$ cat src/core/chra_pkg.sv
// package: constants and types for the core halt/run arbitration block
package chra_pkg;
	localparam logic [11:0] CSR_PAUSE_CYCLE_CONTROL = 12'h7c2;
	localparam logic [11:0] CSR_POWER_HALT_CONTROL = 12'h7c6;
	localparam int HALT_BIT = 0;
	localparam logic [31:0] PAUSE_RESET = 32'h0;
	localparam logic [31:0] READ_ZERO = 32'h0;
	localparam int QUIESCE_CYCLES_DEF = 4;
	localparam int SYNC_STAGES = 2;

	typedef enum logic [2:0] {
		ST_RUNNING = 3'b001,
		ST_POWER_HALTED = 3'b010,
		ST_DEBUG_HALTED = 3'b100
	} chra_state_type;
endpackage

$ cat src/core/chra_sync.sv
// file: two-flop synchroniser bank for asynchronous handshake inputs
`timescale 1ns/1ps
`default_nettype none
module chra_sync #(
	parameter int WIDTH = 1
) (
	input wire logic i_clk,
	input wire logic i_nrst,
	input wire logic [WIDTH-1:0] i_async,
	output logic [WIDTH-1:0] o_sync
);
	logic [WIDTH-1:0] meta;
	// first stage feeds only the second stage
	always_ff @(posedge i_clk) begin
		if (!i_nrst) begin
			meta <= '0;
			o_sync <= '0;
		end else begin
			meta <= i_async;
			o_sync <= meta;
		end
	end
endmodule // chra_sync
`default_nettype wire

$ cat src/core/chra_core_halt_run.sv
// file: core activity state arbiter, firmware halt and pause counter
//
// Summary of operation
// - controller halt while running enters debug halt, then acknowledges.
// - controller halt is acknowledged even if already debug halted.
// - controller run during debugger operation keeps halt, withholds ack.
// - after debugger resume stay halted while controller halt outstanding.
// - both halt sources must each issue run before leaving debug halt.
// - leaving debug halt: running, drop debug mode, then ack run.
// - power halt wakes on run request, timers, nmi, enabled wake.
// - halted: only top-priority wake counts, needs both interrupt enables.
// - pending interrupts serviced after return to running.
// - writing one to halt bit starts quiesce then power halt.
// - halt bit reads zero; write ignored in debug mode.
// - dma stays serviced in both halted states.
// - reserved bits read zero; writable fields accept any value.
// - pause write stalls; counts down each cycle; ends at zero/interrupt.
// - pause field accepts any value, reads zero.
// - pause keeps the running state, not power management.
// - internal timer interrupt ends a pause.
// - power halt during pause freezes countdown until running.
// - pause length may skid a few cycles.
// - wait-for-interrupt acts as no-operation.
// - controller debug handshakes: ack held until request falls.
// - power manager handshakes: ack held until request falls.
// - breakpoint status drops on exit from debug mode.
`timescale 1ns/1ps
`default_nettype none
module chra_core_halt_run
	import chra_pkg::*;
#(
	parameter int QUIESCE_CYCLES = QUIESCE_CYCLES_DEF
) (
	input wire logic i_clk,
	input wire logic i_nrst,
	input wire logic i_cpu_halt_req,
	input wire logic i_cpu_run_req,
	input wire logic i_mpc_debug_halt_req,
	input wire logic i_mpc_debug_run_req,
	input wire logic i_dbg_halt_req,
	input wire logic i_dbg_resume_req,
	input wire logic i_dbg_busy,
	input wire logic i_brkpt_hit,
	input wire logic i_timer_int,
	input wire logic i_int_timer_int,
	input wire logic i_nmi_int,
	input wire logic i_hi_wakeup,
	input wire logic i_any_int,
	input wire logic i_mstatus_mie,
	input wire logic i_mie_meie,
	input wire logic i_pipe_idle,
	input wire logic i_wfi,
	input wire logic i_csr_wr,
	input wire logic i_csr_rd,
	input wire logic [11:0] i_csr_addr,
	input wire logic [31:0] i_csr_wdata,
	input wire logic i_dma_req,
	output logic [31:0] o_csr_rdata,
	output logic o_csr_hit,
	output logic o_cpu_halt_ack,
	output logic o_cpu_run_ack,
	output logic o_cpu_halt_status,
	output logic o_mpc_debug_halt_ack,
	output logic o_mpc_debug_run_ack,
	output logic o_debug_mode_status,
	output logic o_debug_brkpt_status,
	output logic o_exec_stall,
	output logic o_int_service_en,
	output logic o_dma_grant
);
	// ************************************************************
	// input synchronisation
	// ************************************************************
	logic [3:0] sync_out;
	chra_sync #(.WIDTH(4)) u_sync (
		.i_clk(i_clk),
		.i_nrst(i_nrst),
		.i_async({i_cpu_halt_req, i_cpu_run_req,
			i_mpc_debug_halt_req, i_mpc_debug_run_req}),
		.o_sync(sync_out)
	);
	wire pm_halt_req = sync_out[3];
	wire pm_run_req = sync_out[2];
	wire mc_halt_req = sync_out[1];
	wire mc_run_req = sync_out[0];

	// ************************************************************
	// state and flags
	// ************************************************************
	chra_state_type state;
	chra_state_type next_state;
	logic dbg_flag;
	logic mc_flag;
	logic fw_halt_pend;
	logic [31:0] quiesce_cnt;
	logic [31:0] pause_cnt;
	logic mc_run_pend;

	wire in_debug = dbg_flag | mc_flag;
	wire wr_halt_ctl = i_csr_wr && (i_csr_addr == CSR_POWER_HALT_CONTROL);
	wire wr_pause = i_csr_wr && (i_csr_addr == CSR_PAUSE_CYCLE_CONTROL);
	wire fw_halt_set = wr_halt_ctl && i_csr_wdata[HALT_BIT] && !in_debug;
	wire wake_hi = i_hi_wakeup && i_mstatus_mie && i_mie_meie;
	wire wake = pm_run_req | i_timer_int | i_int_timer_int | i_nmi_int
		| wake_hi;
	wire halt_want = (pm_halt_req | fw_halt_pend) && !in_debug;
	wire quiesced = i_pipe_idle && (quiesce_cnt >= 32'(QUIESCE_CYCLES));
	// debugger resume clears its flag only when no operation in flight
	wire dbg_clear = i_dbg_resume_req && !i_dbg_busy;
	wire mc_clear = mc_run_pend && o_mpc_debug_halt_ack == 1'b0;
	wire next_dbg = (dbg_flag | i_dbg_halt_req) & ~dbg_clear;
	wire next_mc = (mc_flag | (mc_halt_req & ~o_mpc_debug_halt_ack))
		& ~(mc_clear & ~mc_halt_req);
	wire pause_end = (pause_cnt == PAUSE_RESET) | i_any_int
		| i_int_timer_int;
	wire pause_dec = (state == ST_RUNNING) && !pause_end;
	wire hit_pause = (i_csr_addr == CSR_PAUSE_CYCLE_CONTROL);
	wire hit_halt = (i_csr_addr == CSR_POWER_HALT_CONTROL);

	// ************************************************************
	// next-state logic
	// ************************************************************
	always_comb begin
		next_state = state;
		case (state)
			ST_RUNNING: begin
				if (next_dbg | next_mc) begin
					next_state = ST_DEBUG_HALTED;
				end else if (halt_want && quiesced) begin
					next_state = ST_POWER_HALTED;
				end
			end
			ST_POWER_HALTED: begin
				if (next_dbg | next_mc) begin
					next_state = ST_DEBUG_HALTED;
				end else if (wake) begin
					next_state = ST_RUNNING;
				end
			end
			ST_DEBUG_HALTED: begin
				if (!next_dbg && !next_mc) begin
					next_state = ST_RUNNING;
				end
			end
			default: begin
				next_state = ST_RUNNING;
			end
		endcase
	end

	// ************************************************************
	// sequential state
	// ************************************************************
	always_ff @(posedge i_clk) begin
		if (!i_nrst) begin
			state <= ST_RUNNING;
			dbg_flag <= 1'b0;
			mc_flag <= 1'b0;
			mc_run_pend <= 1'b0;
		end else begin
			state <= next_state;
			dbg_flag <= next_dbg;
			mc_flag <= next_mc;
			// run request only clears controller flag once latched
			mc_run_pend <= mc_run_req & mc_flag;
		end
	end

	always_ff @(posedge i_clk) begin
		if (!i_nrst) begin
			fw_halt_pend <= 1'b0;
			quiesce_cnt <= 32'h0;
		end else begin
			if (fw_halt_set) begin
				fw_halt_pend <= 1'b1;
			end else if (state != ST_RUNNING) begin
				fw_halt_pend <= 1'b0;
			end
			if (halt_want && state == ST_RUNNING && i_pipe_idle) begin
				quiesce_cnt <= quiesce_cnt + 32'h1;
			end else begin
				quiesce_cnt <= 32'h0;
			end
		end
	end

	// pause counter; state untouched, skid tolerated
	always_ff @(posedge i_clk) begin
		if (!i_nrst) begin
			pause_cnt <= PAUSE_RESET;
		end else if (wr_pause) begin
			pause_cnt <= i_csr_wdata;
		end else if (pause_end && state == ST_RUNNING) begin
			pause_cnt <= PAUSE_RESET;
		end else if (pause_dec) begin
			pause_cnt <= pause_cnt - 32'h1;
		end
	end

	// ************************************************************
	// handshakes and status outputs
	// ************************************************************
	wire next_mc_halt_ack = mc_halt_req & (state == ST_DEBUG_HALTED)
		& mc_flag;
	// run ack only once running and debug mode dropped
	wire next_mc_run_ack = mc_run_req & (state == ST_RUNNING)
		& !o_debug_mode_status & !mc_flag;
	wire next_pm_halt_ack = pm_halt_req & (state == ST_POWER_HALTED);
	wire next_pm_run_ack = pm_run_req & (state == ST_RUNNING);
	wire next_brkpt = (o_debug_brkpt_status | i_brkpt_hit)
		& (next_state == ST_DEBUG_HALTED);

	always_ff @(posedge i_clk) begin
		if (!i_nrst) begin
			o_mpc_debug_halt_ack <= 1'b0;
			o_mpc_debug_run_ack <= 1'b0;
			o_cpu_halt_ack <= 1'b0;
			o_cpu_run_ack <= 1'b0;
			o_cpu_halt_status <= 1'b0;
			o_debug_mode_status <= 1'b0;
			o_debug_brkpt_status <= 1'b0;
			o_exec_stall <= 1'b0;
			o_int_service_en <= 1'b0;
			o_dma_grant <= 1'b0;
		end else begin
			o_mpc_debug_halt_ack <= next_mc_halt_ack;
			o_mpc_debug_run_ack <= next_mc_run_ack;
			o_cpu_halt_ack <= next_pm_halt_ack;
			o_cpu_run_ack <= next_pm_run_ack;
			o_cpu_halt_status <= (next_state == ST_POWER_HALTED);
			o_debug_mode_status <= (next_state == ST_DEBUG_HALTED);
			o_debug_brkpt_status <= next_brkpt;
			// wfi ignored: no effect on stall or state
			o_exec_stall <= (next_state != ST_RUNNING)
				| (wr_pause | !pause_end);
			o_int_service_en <= (next_state == ST_RUNNING);
			o_dma_grant <= i_dma_req;
		end
	end

	// ************************************************************
	// csr read port
	// ************************************************************
	always_ff @(posedge i_clk) begin
		if (!i_nrst) begin
			o_csr_rdata <= READ_ZERO;
			o_csr_hit <= 1'b0;
		end else begin
			o_csr_rdata <= READ_ZERO;
			o_csr_hit <= (i_csr_rd | i_csr_wr) & (hit_pause | hit_halt);
		end
	end
endmodule // chra_core_halt_run
`default_nettype wire

$ cat config.mk
export PLATFORM = sky130hd
export DESIGN_NAME = chra_core_halt_run
export DESIGN_NICKNAME = d
export VERILOG_FILES = /design/src/core/chra_pkg.sv /design/src/core/chra_sync.sv /design/src/core/chra_core_halt_run.sv
export SDC_FILE = /design/constraint.sdc
export NUM_CORES = 1
export LEC_CHECK = 0
export BUFFER_PORTS_ARGS = -buffer_cell sky130_fd_sc_hd__buf_2
export CAP_MARGIN = 20
export CORE_MARGIN = 2
export CORE_UTILIZATION = 49
export DETAILED_ROUTE_END_ITERATION = 10
export PLACE_DENSITY_LB_ADDON = 0.08
export SLEW_MARGIN = 0
export SYNTH_ARGS = -nofsm -noshare
export SYNTH_HDL_FRONTEND = slang
export SYNTH_SLANG_ARGS = --single-unit
$ cat constraint.sdc
create_clock -name i_clk -period 2.8 [get_ports i_clk]
set_clock_uncertainty 0.15 [all_clocks]
set_input_delay 0.42 -clock i_clk [delete_from_list [all_inputs] [get_ports i_clk]]
set_output_delay 0.42 -clock i_clk [all_outputs]
set_load 0.02 [all_outputs]
Word level (Yosys, flattened, before mapping). Index checks and enable logic that the tools add are counted.

Bits in registers: 90. Latch bits: 0. RAM bits: 0. ROM bits: 0. Input bits: 66. Memories kept: 0.

$add $sub $neg: 2. $mul: 0. Div/mod/pow operators: 0. Order comparisons: 1. Equal/unequal tests: 10. Shift operators: 0. Multiplexer cells: 11. Bitwise gates (word level): 34. Reduce and logical (&&, ||, !) cells: 27.

Operator list (number): $mux 32 (3); $add 32x1->32 const B (1); $ge 32x3->1 const B (1); $logic_not 32->1 (1); $sub 32x1->32 const B (1); $eq 12x11->1 const B (2); $logic_and 1x1->1 (16); $or 1x1->1 (16); $mux 3 (5); $and 1x1->1 (14); $pmux 3 s3 (1); $logic_not 1->1 (7); $eq 3x1->1 const B (2); $eq 3x2->1 const B (2); $eq 3x3->1 const B (2); $ne 3x1->1 const B (2); $not 1->1 (4); $reduce_bool 3->1 (1); $mux 1 (2); $reduce_and 2->1 (1); $reduce_bool 2->1 (1).

Logic depth before layout (Yosys ltp). Gate-level depths: netlist of the first run.

Depth in word-level cells: 11. Gate-level depth with buffers: 9.

Modules after synthesis. From an unflattened synthesis of the first run, not the netlist that was laid out.

Cells, all modules: 533. Area total of the unflattened synthesis: 4523.1 um^2.

Modules (own cells, without submodules): chra_core_halt_run (instances 1, cells an instance 517, area each 4312.9 um^2); chra_sync (instances 1, cells an instance 16, area each 210.2 um^2).

Least setup slack after synthesis of the first run. No wires, ideal clock.

Path type: reg2reg. Start point: register pause_cnt[11]. End point: register pause_cnt[15]. Setup time: 0.115 ns. Arrival: 2.392 ns. Required time: 2.535 ns. Path slack: 0.143 ns. Stages on the path, launching flop included: 9. Period minus slack after synthesis: 2.657 ns. Cell sequence: dfxtp_1 > or4_4 > or3_1 > clkbuf_2 > o41a_2 > nand2b_4 > nand3_4 > buf_12 > o21ai_2.

Word-level cells in the longest chain between the ends: 6. Elaborated cells on any way between the ends: 11. Those cells by class: 1 x add/sub; 3 x mux; 2 x bitwise; 5 x reduce/logical.

Ends and longest elaborated chain: start: declaration (line chra_core_halt_run.sv:96) `logic [31:0] pause_cnt;`; start signal: assignment (line chra_core_halt_run.sv:192) `pause_cnt <= i_csr_wdata;`; start signal: assignment (line chra_core_halt_run.sv:196) `pause_cnt <= pause_cnt - 32'h1;`; parallel branches: the longest is 6 deep, another holds $sub 32x1->32.

Several ways; the timed one is not identified. The select of a mux whose other input is x is not followed. A chain may end at the register's enable or synchronous reset.

Worst setup path after layout of the first run.
Start point: register pause_cnt[11]. End point: register pause_cnt[1].

Word-level cells in the longest chain between the ends: 6. Elaborated cells on any way between the ends: 9. Those cells by class: 2 x mux; 2 x bitwise; 5 x reduce/logical.

Ends and longest elaborated chain: $logic_not 32->1 * (line chra_core_halt_run.sv:114) `wire pause_end = (pause_cnt == PAUSE_RESET) | i_any_int`; $or 1x1->1 * (line chra_core_halt_run.sv:114); $or 1x1->1 * (line chra_core_halt_run.sv:115) `| i_int_timer_int;`; $logic_and 1x1->1 or $logic_not 1->1 (tied branches) (line chra_core_halt_run.sv:193, chra_core_halt_run.sv:116); $mux 32 or $logic_and 1x1->1 (tied branches) (line chra_core_halt_run.sv:193, chra_core_halt_run.sv:116); $mux 32 or $reduce_bool 3->1 (tied branches).

Every way passes the cells marked *; elsewhere a longest branch is shown, timed or not.

==> flow_metrics.tcl, run 1 <==
set metrics [dict create \
    worst_path_largest_cell_delay_ns 0.58 \
    routed-wl-met3_um 566 \
    clockBufferDepth 2 \
    numCtsBuffers 9 \
    worst-r2r-setup-slack_ns 0.12 \
    die_area_um2 10100 \
    timing.setup.tns_ns 0 \
    postSynthCellCount 532 \
    detail_route.drc_violations 0 \
    power.density_cell_area_nw_per_um2 1090 \
    die_height_um 100 \
    insertion_delay_ns 0.37 \
    finalSetupViolCount 0 \
    outcome "finished clean" \
    slew_headroom 0.556 \
    worstReg2RegEnd "pause_cnt[1]$_SDFFE_PN0P_" \
    detail_route.wirelength.met1_um 4910 \
    irDropWorstVdd_v 0.000480 \
    coreArea_um2 9150 \
    worst_slew_pin_slew_ns 0.657 \
    pwr-share-clk 0.171 \
    timing.reg2reg.worst_path_depth 6 \
    slew_violations 0 \
    worst_ep_required_time_ns 2.91 \
    final_common_cell "dfxtp_1" \
    pin_count_of_the_biggest_net_entering_global_routing 32 \
    place_congestion 0.833 \
    avgRoutedWirePerCell_um 13.7 \
    first_pass_grt_wire_length_um 16500 \
    vias_in_the_first_global_route 3521 \
    achievable-frequency_ghz 0.374 \
    yosysSeqAreaShare 0.395 \
    layout_min_cycle_time_ns 2.68 \
    maxUsedRoutingLayer "met4" \
    layout-area-overhead-vs-synth_pct 15.2 \
    die-width_um 100 \
    rsz_0062_raised_after_global_routing "false" \
    synthesis.area_per_instance_um2 8.57 \
    async_flop_share 0 \
    max_cap_viol_count 0 \
    met2_wirelength_um 4450 \
    yosys_most_used_dff "dfxtp_1" \
    power.share.combinational 0.530 \
    path_cells "or4_4 > or3_4 > or4_4 > and3_1 > a221oi_2 > nor2_1" \
    quantity_of_i_o_buffers_inserted_on_ports 75 \
    cts_tree "done" \
    nNetsFinal 689 \
    grt_overflow_total 0 \
    min-delay-path-class "in2reg" \
    floorplan.initialDensity 0.498 \
    hold_path_startpoint "i_csr_wdata[13]" \
    mappedNetlistArea_um2 4560 \
    fraction_of_the_cycle_the_final_worst_path_needs 0.956 \
    grtUsageTotal 0.204 \
    cp_data_arrival_time_ns 2.78 \
    worst_setup_hold_path_clk_slew_ns 0.11 \
    stdcell_area_um2 5250 \
    switchingPower_mw 2.32 \
    first_iter_violations 185 \
    pre_antenna_drt_iters 4 \
    ys_seq_elements 90 \
    post-route-util 0.574 \
    final_hpwl_dp_um 7180 \
    post_route_cells_drive_above_1_share 0.234 \
    cp-startpoint "pause_cnt[11]$_SDFFE_PN0P_" \
    post_synth_num_cell_types 60 \
    rows 35 \
    antenna_violations_before_repair 0 \
    antenna-diode-count 0 \
    power.static_leakage_nw 2.08 \
    synth_edf_count 0 \
    cp_common_cell "or4_4" \
    power_frac_seq 0.299 \
    mostFrequentLayoutCells "dfxtp_1, buf_2, nor2_1" \
    critical_path_endpoint_category "register" \
    postRouteAntennaNets 0 \
    finalWirelength_um 10100 \
    ys_warn_count 0 \
    tritoncts_num_sinks 90 \
    critical_path.startpoint_type "register" \
    final-hold-violation-count 0 \
    crit_path_max_fanout 5 \
    critPathCapture "pause_cnt[1]$_SDFFE_PN0P_" \
    num_io_pins 109 \
    cpMaxStageDelayCell "or4_4" \
    placedInstanceArea_um2 4980 \
    startpoint_to_endpoint_class_of_the_critical_path "reg2reg" \
    power_switching_share 0.407 \
    detailroute.via_count 3833 \
    deepest_level_of_the_cts_h_tree 3 \
    internal_power_consumption_mw 3.38 \
    routed_via_density 5.21 \
    r2r-start "pause_cnt[11]$_SDFFE_PN0P_" \
    ctsHoldBuffers 0 \
    cts_root_buf "clkbuf_8" \
]
==> state kept, by name, summed over array words and instances, names as in the netlist <==
name                  cells
pause_cnt                32
quiesce_cnt              32
u_sync.meta               4
u_sync.o_sync             4
state                     3
dbg_flag                  1
fw_halt_pend              1
mc_flag                   1
mc_run_pend               1
o_cpu_halt_ack            1
o_cpu_halt_status         1
o_cpu_run_ack             1
o_csr_hit                 1
o_debug_brkpt_status      1
o_debug_mode_status       1
o_dma_grant               1
o_exec_stall              1
o_int_service_en          1
o_mpc_debug_halt_ack      1
o_mpc_debug_run_ack       1
==> worst min-delay path by stage <==
| stage | endpoint | slack (ns) | cells after the start |
|---|---|---|---|
| 2_1_floorplan | o_mpc_debug_run_ack$_SDFF_PN0_ | 0.26 | 2 |
| 3_3_place_gp | u_sync.o_sync[1]$_SDFF_PN0_ | 0.26 | 1 |
| 3_5_place_dp | u_sync.o_sync[3]$_SDFF_PN0_ | 0.27 | 1 |
| 4_1_cts | pause_cnt[18]$_SDFFE_PN0P_ | 0.08 | 3 |
| 5_1_grt | o_dma_grant$_SDFF_PN0_ | 0.09 | 2 |
| 6_report | pause_cnt[13]$_SDFFE_PN0P_ | 0.08 | 3 |
==> cell usage after synthesis, types with 2 or more instances <==
cell type,number,area share
xor2_1,23,0.044
ha_1,4,0.011
nor4b_1,2,0.0038
nor3_4,2,0.0071
or4_4,3,0.0074
o21ai_2,10,0.019
o21ai_0,18,0.020
and3_1,15,0.021
buf_4,32,0.053
a31oi_1,3,0.0041
or3_1,5,0.0069
and4_1,2,0.0038
or4_1,4,0.0066
xnor2_1,34,0.065
nor3_1,14,0.015
o31a_1,2,0.0038
nor2_1,65,0.053
nand2_1,45,0.037
inv_1,14,0.012
nor2b_1,4,0.0055
a21oi_1,15,0.016
clkbuf_8,2,0.0060
or2_2,4,0.0055
a221oi_1,3,0.0058
clkbuf_1,13,0.011
nand3_1,22,0.024
nor4_1,18,0.025
and2_1,12,0.016
dfxtp_1,90,0.40
o22ai_1,5,0.0069
or4_2,2,0.0038
nor3b_1,2,0.0033
nand4_1,16,0.022
==> power groups by stage <==
stage                     logic [mW]  clock network, mW  registers (mW)
after floorplan                 2.34                  0            1.69
after global placement          2.86                  0            1.72
after detailed placement        2.89                  0            1.72
after CTS                       2.91              0.991            1.69
after global routing            3.33               1.05            1.73
final                           3.02              0.976            1.71
==> layer usage <==
layer,global-route usage,up-vias
met5,0,-
met4,0.0590,0
met3,0.0472,11
met2,0.318,92
met1,0.284,1769
li1,-,1961
==> worst max-delay path: cells and delay by family, from the launching register on <==
kind,cells,cell delay [ns]
flip-flops,1,0.36
AND/OR/NAND/NOR,5,1.84
AO/OA/AOI/OAI,1,0.23
==> area by class of cell <==
cell class	count	area [um^2]
clock buffer	9	124
clock inverter	7	95.1
fill	895	3900
inverter	15	56.3
multi-input combinational	408	2490
sequential	90	1800
tap	111	139
timing repair buffer	95	551
==> per-stage QoR <==
step | worst slack (ns) | std cells | hold WS [ns] | power, mW
floorplan | 0.143 | 563 | 0.260 | 4.03
global placement | 0.0996 | 717 | 0.264 | 4.57
detailed placement | 0.0764 | 717 | 0.269 | 4.61
CTS | 0.0617 | 733 | 0.0835 | 5.59
global route | 0.0401 | 735 | 0.0880 | 6.11
finish | 0.124 | 735 | 0.0841 | 5.70
==> cells by family (layout without fill, tap and decap cells) <==
| logic type | count (synthesis) | in the layout | share of synthesized area |
|---|---|---|---|
| compound gates | 66 | 66 | 0.0974 |
| xor+xnor | 57 | 57 | 0.109 |
| fa+ha+maj | 4 | 4 | 0.0110 |
| buf+inv | 65 | 126 | 0.0897 |
| flops | 90 | 90 | 0.395 |
| other cells | 1 | 32 | 0.000822 |
| simple gates | 249 | 249 | 0.297 |
==> timing repair <==
item | in CTS | in global routing
endpoints found under the hold margin | 0 | 0
endpoints found under the setup margin | 0 | 13
resized for setup | 0 | 3
buffers inserted | 0 | 2
(Power assumes the default switching activity.)
==> run 2, diff against run 1 <==
--- a/config.mk
+++ b/config.mk
@@ -14,4 +14,5 @@
 export SLEW_MARGIN = 0
 export SYNTH_ARGS = -nofsm -noshare
 export SYNTH_HDL_FRONTEND = slang
+export SYNTH_HIERARCHICAL = 1
 export SYNTH_SLANG_ARGS = --single-unit
==> flow_metrics.tcl, run 2 <==
set metrics [dict create \
    synthesis.area_per_instance_um2 8.49 \
    post_synth_num_cell_types 51 \
    area_share_of_the_leading_cell_type_in_the_synthesized_netlist 0.398 \
    layout-area-overhead-vs-synth_pct 13.7 \
    ranking_of_synthesized_cells_by_instance_count "dfxtp_1, nand2_1, nor2_1, buf_4, xor2_1" \
    outcome "finished clean" \
    die_area_um2 10000 \
    mappedNetlistArea_um2 4520 \
    achievable-frequency_ghz 0.408 \
    crit_path_max_fanout 14 \
    deepest_level_of_the_cts_h_tree 3 \
    cp_data_arrival_time_ns 2.56 \
    cts_root_buf "clkbuf_8" \
    antenna_violations_before_repair 0 \
    timing.setup.tns_ns 0 \
    ys_seq_elements 90 \
    synth_edf_count 0 \
    async_flop_share 0 \
    tritoncts_num_sinks 90 \
    pin_count_of_the_biggest_net_entering_global_routing 33 \
    max_cap_viol_count 0 \
    yosys_most_used_dff "dfxtp_1" \
    power.total_mw 4.15 \
    die_height_um 100 \
    finalSetupViolCount 0 \
    ys_warn_count 6 \
    layout_min_cycle_time_ns 2.45 \
    floorplan.initialDensity 0.497 \
    critical_path_endpoint_category "register" \
    grt_overflow_total 0 \
    routed_via_density 5.13 \
    worst_ep_required_time_ns 2.91 \
    yosysSeqAreaShare 0.398 \
    slew_violations 0 \
    final_hpwl_dp_um 7240 \
    layout.filler_cells 892 \
    clockBufferDepth 2 \
    post-cts-setup-buffers 0 \
    slew_headroom 0.425 \
    worst_path_largest_cell_delay_ns 0.55 \
    first_iter_violations 164 \
    cpMaxStageDelayCell "or4_1" \
    vias_in_the_first_global_route 3624 \
    cts_tree "done" \
    power.static_leakage_nw 2.03 \
    place_congestion 0.833 \
    synth_largest_area_cell "dfxtp_1" \
    finalWirelength_um 9740 \
    num_io_pins 109 \
    final-hold-violation-count 0 \
    postSynthCellCount 533 \
    insertion_delay_ns 0.37 \
    worst_slew_pin_slew_ns 0.859 \
    nNetsFinal 688 \
    ys_top_cells_by_area "dfxtp_1, xor2_1, buf_4, nand2_1, xnor2_1" \
    cts_resized 0 \
    rsz_0062_raised_after_global_routing "false" \
    post_layout_nonfiller_instances 734 \
    top_usage_layer "met2" \
    mostFrequentLayoutCells "dfxtp_1, buf_2, nand2_1" \
    pre_antenna_drt_iters 4 \
    die-width_um 100 \
    reg_top3 "pause_cnt x32, quiesce_cnt x32" \
    antenna-diode-count 0 \
    avgRoutedWirePerCell_um 13.3 \
    numPlacedInstances 718 \
    startpoint_to_endpoint_class_of_the_critical_path "reg2reg" \
    quantity_of_i_o_buffers_inserted_on_ports 75 \
    detail_route.drc_violations 0 \
    irDropWorstVdd_v 0.000422 \
    postRouteAntennaNets 0 \
    numCtsBuffers 9 \
    min-delay-path-class "in2reg" \
    groute.layer.met2.usage 0.361 \
    ctsHoldBuffers 0 \
    post-route-util 0.565 \
    grtUsageTotal 0.204 \
    path_cells "or4_1 > nor3_1 > nand4_1 > o211ai_4 > buf_4 > o21ai_2" \
    post_route_cells_drive_above_1_share 0.213 \
    synth.most_common_cell "dfxtp_1" \
    fraction_of_the_cycle_the_final_worst_path_needs 0.876 \
    critical_path.startpoint_type "register" \
    met1_usage 0.253 \
    first_pass_grt_wire_length_um 16600 \
    coreArea_um2 9110 \
    worst_setup_hold_path_clk_slew_ns 0.09 \
    grtUsageMet3 0.0362 \
    detailroute.via_count 3769 \
    final_common_cell "dfxtp_1" \
    rows 35 \
    power.density_cell_area_nw_per_um2 806 \
]
==> run 2: final timing paths <==
kind | start | end | slack (ns) | depth (start not counted)
min reg2reg | u_sync/meta[2]$_SDFF_PN0_ | u_sync/o_sync[2]$_SDFF_PN0_ | 0.29 | 1
min | i_csr_wdata[3] | pause_cnt[3]$_SDFFE_PN0P_ | 0.1 | 3
max reg2reg | pause_cnt[8]$_SDFFE_PN0P_ | pause_cnt[23]$_SDFFE_PN0P_ | 0.35 | 6
max | pause_cnt[8]$_SDFFE_PN0P_ | pause_cnt[23]$_SDFFE_PN0P_ | 0.35 | 6
==> run 2: per-layer routing <==
layer  vias up  routed length, um  share of wire
li1       1943                  -              -
met3        13                314          0.032
met4         0                165          0.017
met2        78               4720           0.48
met5         -                  0              0
met1      1735               4540           0.47
==> run 2: report_power, final <==
group	total [mW]	internal, mW	leakage, nW	switching (mW)
clock	0.872	0.367	0.0973	0.504
sequential	1.54	1.40	0.731	0.141
combinational	1.73	0.733	1.21	1.00
==> run 2: stage by stage <==
step / instance area [um^2] / hold WS (ns) / worst slack, ns
final: 5140 / 0.0968 / 0.348
after global routing: 5140 / 0.101 / 0.194
after CTS: 5140 / 0.0904 / 0.335
after detailed placement: 4950 / 0.267 / 0.317
after global placement: 4950 / 0.260 / 0.390
after floorplan: 4640 / 0.256 / 0.721
==> run 2: cell type report <==
type | count | area [um^2] | share of cell area
timing repair buffer | 90 | 488 | 0.0948
inverter | 15 | 56.3 | 0.0109
sequential | 90 | 1800 | 0.350
multi-input combinational | 412 | 2470 | 0.479
tap | 111 | 139 | 0.0270
clock buffer | 10 | 138 | 0.0268
clock inverter | 6 | 56.3 | 0.0109
==> run 2: logic make-up (layout without fill, tap and decap cells) <==
group | after synthesis | in the layout | share of synthesized area
adder cells (fa/ha/maj) | 4 | 4 | 0.0111
AND/OR/NAND/NOR | 262 | 262 | 0.312
other | 1 | 32 | 0.000829
AO/OA/AOI/OAI | 56 | 56 | 0.0833
buffers and inverters | 62 | 121 | 0.0822
flip-flops | 90 | 90 | 0.398
XOR/XNOR | 58 | 58 | 0.112
==> run 2: worst max-delay path, delay by kind of cell, from the launching register on <==
kind            cells  cell delay, ns
flops               1            0.38
compound gates      2            0.57
simple gates        3            0.98
buf+inv             1            0.26
==> run 3, diff against run 2 <==
--- a/config.mk
+++ b/config.mk
@@ -8,7 +8,7 @@
 export BUFFER_PORTS_ARGS = -buffer_cell sky130_fd_sc_hd__buf_2
 export CAP_MARGIN = 20
 export CORE_MARGIN = 2
-export CORE_UTILIZATION = 49
+export CORE_UTILIZATION = 40
 export DETAILED_ROUTE_END_ITERATION = 10
 export PLACE_DENSITY_LB_ADDON = 0.08
 export SLEW_MARGIN = 0
==> flow_metrics.tcl, run 3 (same netlist as run 2, synthesis figures left out) <==
set metrics [dict create \
    detailroute.via_count 3712 \
    postRouteAntennaNets 0 \
    dpl_worst_slack_ns 0.321 \
    internal_power_consumption_mw 2.86 \
    layout-area-overhead-vs-synth_pct 17.4 \
    final_hpwl_dp_um 7540 \
    power_switching_share 0.375 \
    ctsHoldBuffers 0 \
    startpoint_to_endpoint_class_of_the_critical_path "reg2reg" \
    numCtsBuffers 9 \
    r2r-start "state[1]$_SDFF_PN0_" \
    top_usage_layer "met2" \
    final_common_cell "dfxtp_1" \
    stdcell_area_um2 5310 \
    irDropWorstVdd_v 0.000872 \
    deepest_level_of_the_cts_h_tree 3 \
    power.density_cell_area_nw_per_um2 862 \
    cts_resized 0 \
    rsz_0062_raised_after_global_routing "false" \
    worst_path_largest_cell_delay_ns 0.73 \
    fraction_of_the_cycle_the_final_worst_path_needs 0.878 \
    post_route_cells_drive_above_1_share 0.213 \
    cts_root_buf "clkbuf_16" \
    pin_count_of_the_biggest_net_entering_global_routing 33 \
    avgRoutedWirePerCell_um 13.3 \
    path_cells "inv_1 > nand3b_1 > or2_2 > nor3_2 > a221oi_1 > nor2_1" \
    timing.final.ws_setup_ns 0.342 \
    coreArea_um2 10900 \
    slew_headroom 0.413 \
    switchingPower_mw 1.72 \
    groute.layer.met2.usage 0.304 \
    power.static_leakage_nw 2.09 \
    placedInstanceArea_um2 4990 \
    worst_setup_hold_path_clk_slew_ns 0.07 \
    floorplan.initialDensity 0.414 \
    post-cts-setup-buffers 0 \
    grtUsageTotal 0.183 \
    layout.filler_cells 1130 \
    crit_path_max_fanout 13 \
    num_io_pins 109 \
    reg_top3 "pause_cnt x32, quiesce_cnt x32" \
    worst_slew_pin_slew_ns 0.875 \
    mostFrequentLayoutCells "dfxtp_1, buf_2, nand2_1" \
    worst_ep_required_time_ns 2.94 \
    critical_path_endpoint_category "register" \
    post-route-util 0.486 \
    clockBufferDepth 2 \
    achievable-frequency_ghz 0.407 \
    vias_in_the_first_global_route 3554 \
    grtUsageMet3 0.0576 \
    worstPathBufferInverterCount 1 \
    die_height_um 110 \
    timing.setup.tns_ns 0 \
    final-hold-violation-count 0 \
    first_pass_grt_wire_length_um 17100 \
    cts_tree "done" \
    finalSetupViolCount 0 \
    crit_family "simple AND/OR/NAND/NOR gates" \
    cp_data_arrival_time_ns 2.60 \
    first_iter_violations 162 \
    die_area_um2 12200 \
    outcome "finished clean" \
    antenna_violations_before_repair 1 \
    hold_path_startpoint "i_csr_wdata[11]" \
    max_cap_viol_count 0 \
    nNetsFinal 688 \
    die-width_um 110 \
    rows 38 \
    grt_overflow_total 0 \
    cpMaxStageDelayCell "nor3_2" \
    pre_antenna_drt_iters 4 \
    layout_min_cycle_time_ns 2.46 \
    critical_path.startpoint_type "register" \
    routed_via_density 4.86 \
    slew_violations 0 \
    cp-startpoint "state[1]$_SDFF_PN0_" \
    quantity_of_i_o_buffers_inserted_on_ports 75 \
    place_congestion 0.812 \
    power.share.combinational 0.381 \
    met1_usage 0.229 \
    min-delay-path-class "in2reg" \
    pwr-share-clk 0.283 \
    detail_route.drc_violations 0 \
    finalWirelength_um 10200 \
    insertion_delay_ns 0.35 \
    tritoncts_num_sinks 90 \
    power_frac_seq 0.336 \
]
-- run 3: cell count changes in the layout (fill, tap and decap cells not counted) --
cell        change
diode_2         +1
bufinv_16       +1
clkbuf_8       -10
clkbuf_16       +9
clkinv_8        +1
clkinvlp_4      -1
-- run 3: area by class of cell --
class / count / area, um^2 / share of cell area
well taps: 140 / 175 / 0.0330
flip-flops and latches: 90 / 1800 / 0.339
diodes: 1 / 2.50 / 0.000471
clock buffers: 9 / 225 / 0.0424
repair buffers: 90 / 488 / 0.0919
clock inverters: 7 / 95.1 / 0.0179
multi-input cells: 412 / 2470 / 0.464
inverters: 15 / 56.3 / 0.0106
-- run 3: worst paths after layout --
kind                                 endpoint  slack [ns]  cells after the start
setup / recovery    pause_cnt[1]$_SDFFE_PN0P_        0.34                      6
hold / removal     pause_cnt[11]$_SDFFE_PN0P_        0.10                      3
setup reg to reg    pause_cnt[1]$_SDFFE_PN0P_        0.34                      6
hold reg to reg   u_sync/o_sync[2]$_SDFF_PN0_        0.29                      1
-- run 3: power by group through the flow --
stage          Combinational (mW)  Clock (mW)  Sequential (mW)
6_report                     1.74        1.30             1.54
5_1_grt                      1.99        1.38             1.56
4_1_cts                      1.76        1.34             1.54
3_5_place_dp                 1.75           0             1.57
3_3_place_gp                 1.74           0             1.57
2_1_floorplan                1.40           0             1.55
-- run 3: tightest hold or removal path, delay by kind of cell --
kind / cells / cell delay, ns
AO/OA/AOI/OAI: 1 / 0.05
buffers and inverters: 1 / 0.07
AND/OR/NAND/NOR: 1 / 0.03
-- run 3: metrics by stage --
stage	power (mW)	cells	hold slack [ns]
after global routing	4.93	764	0.100
after floorplan	2.95	564	0.256
after CTS	4.64	763	0.0958
after global placement	3.31	747	0.260
final	4.58	764	0.104
after detailed placement	3.32	747	0.269
-- run 3: layer usage --
metal	wire, um	vias to the layer above	share of wire
met3	459	11	0.045
met2	4860	63	0.48
met1	4720	1690	0.46
li1	-	1948	-
met5	0	-	0
met4	142	0	0.014
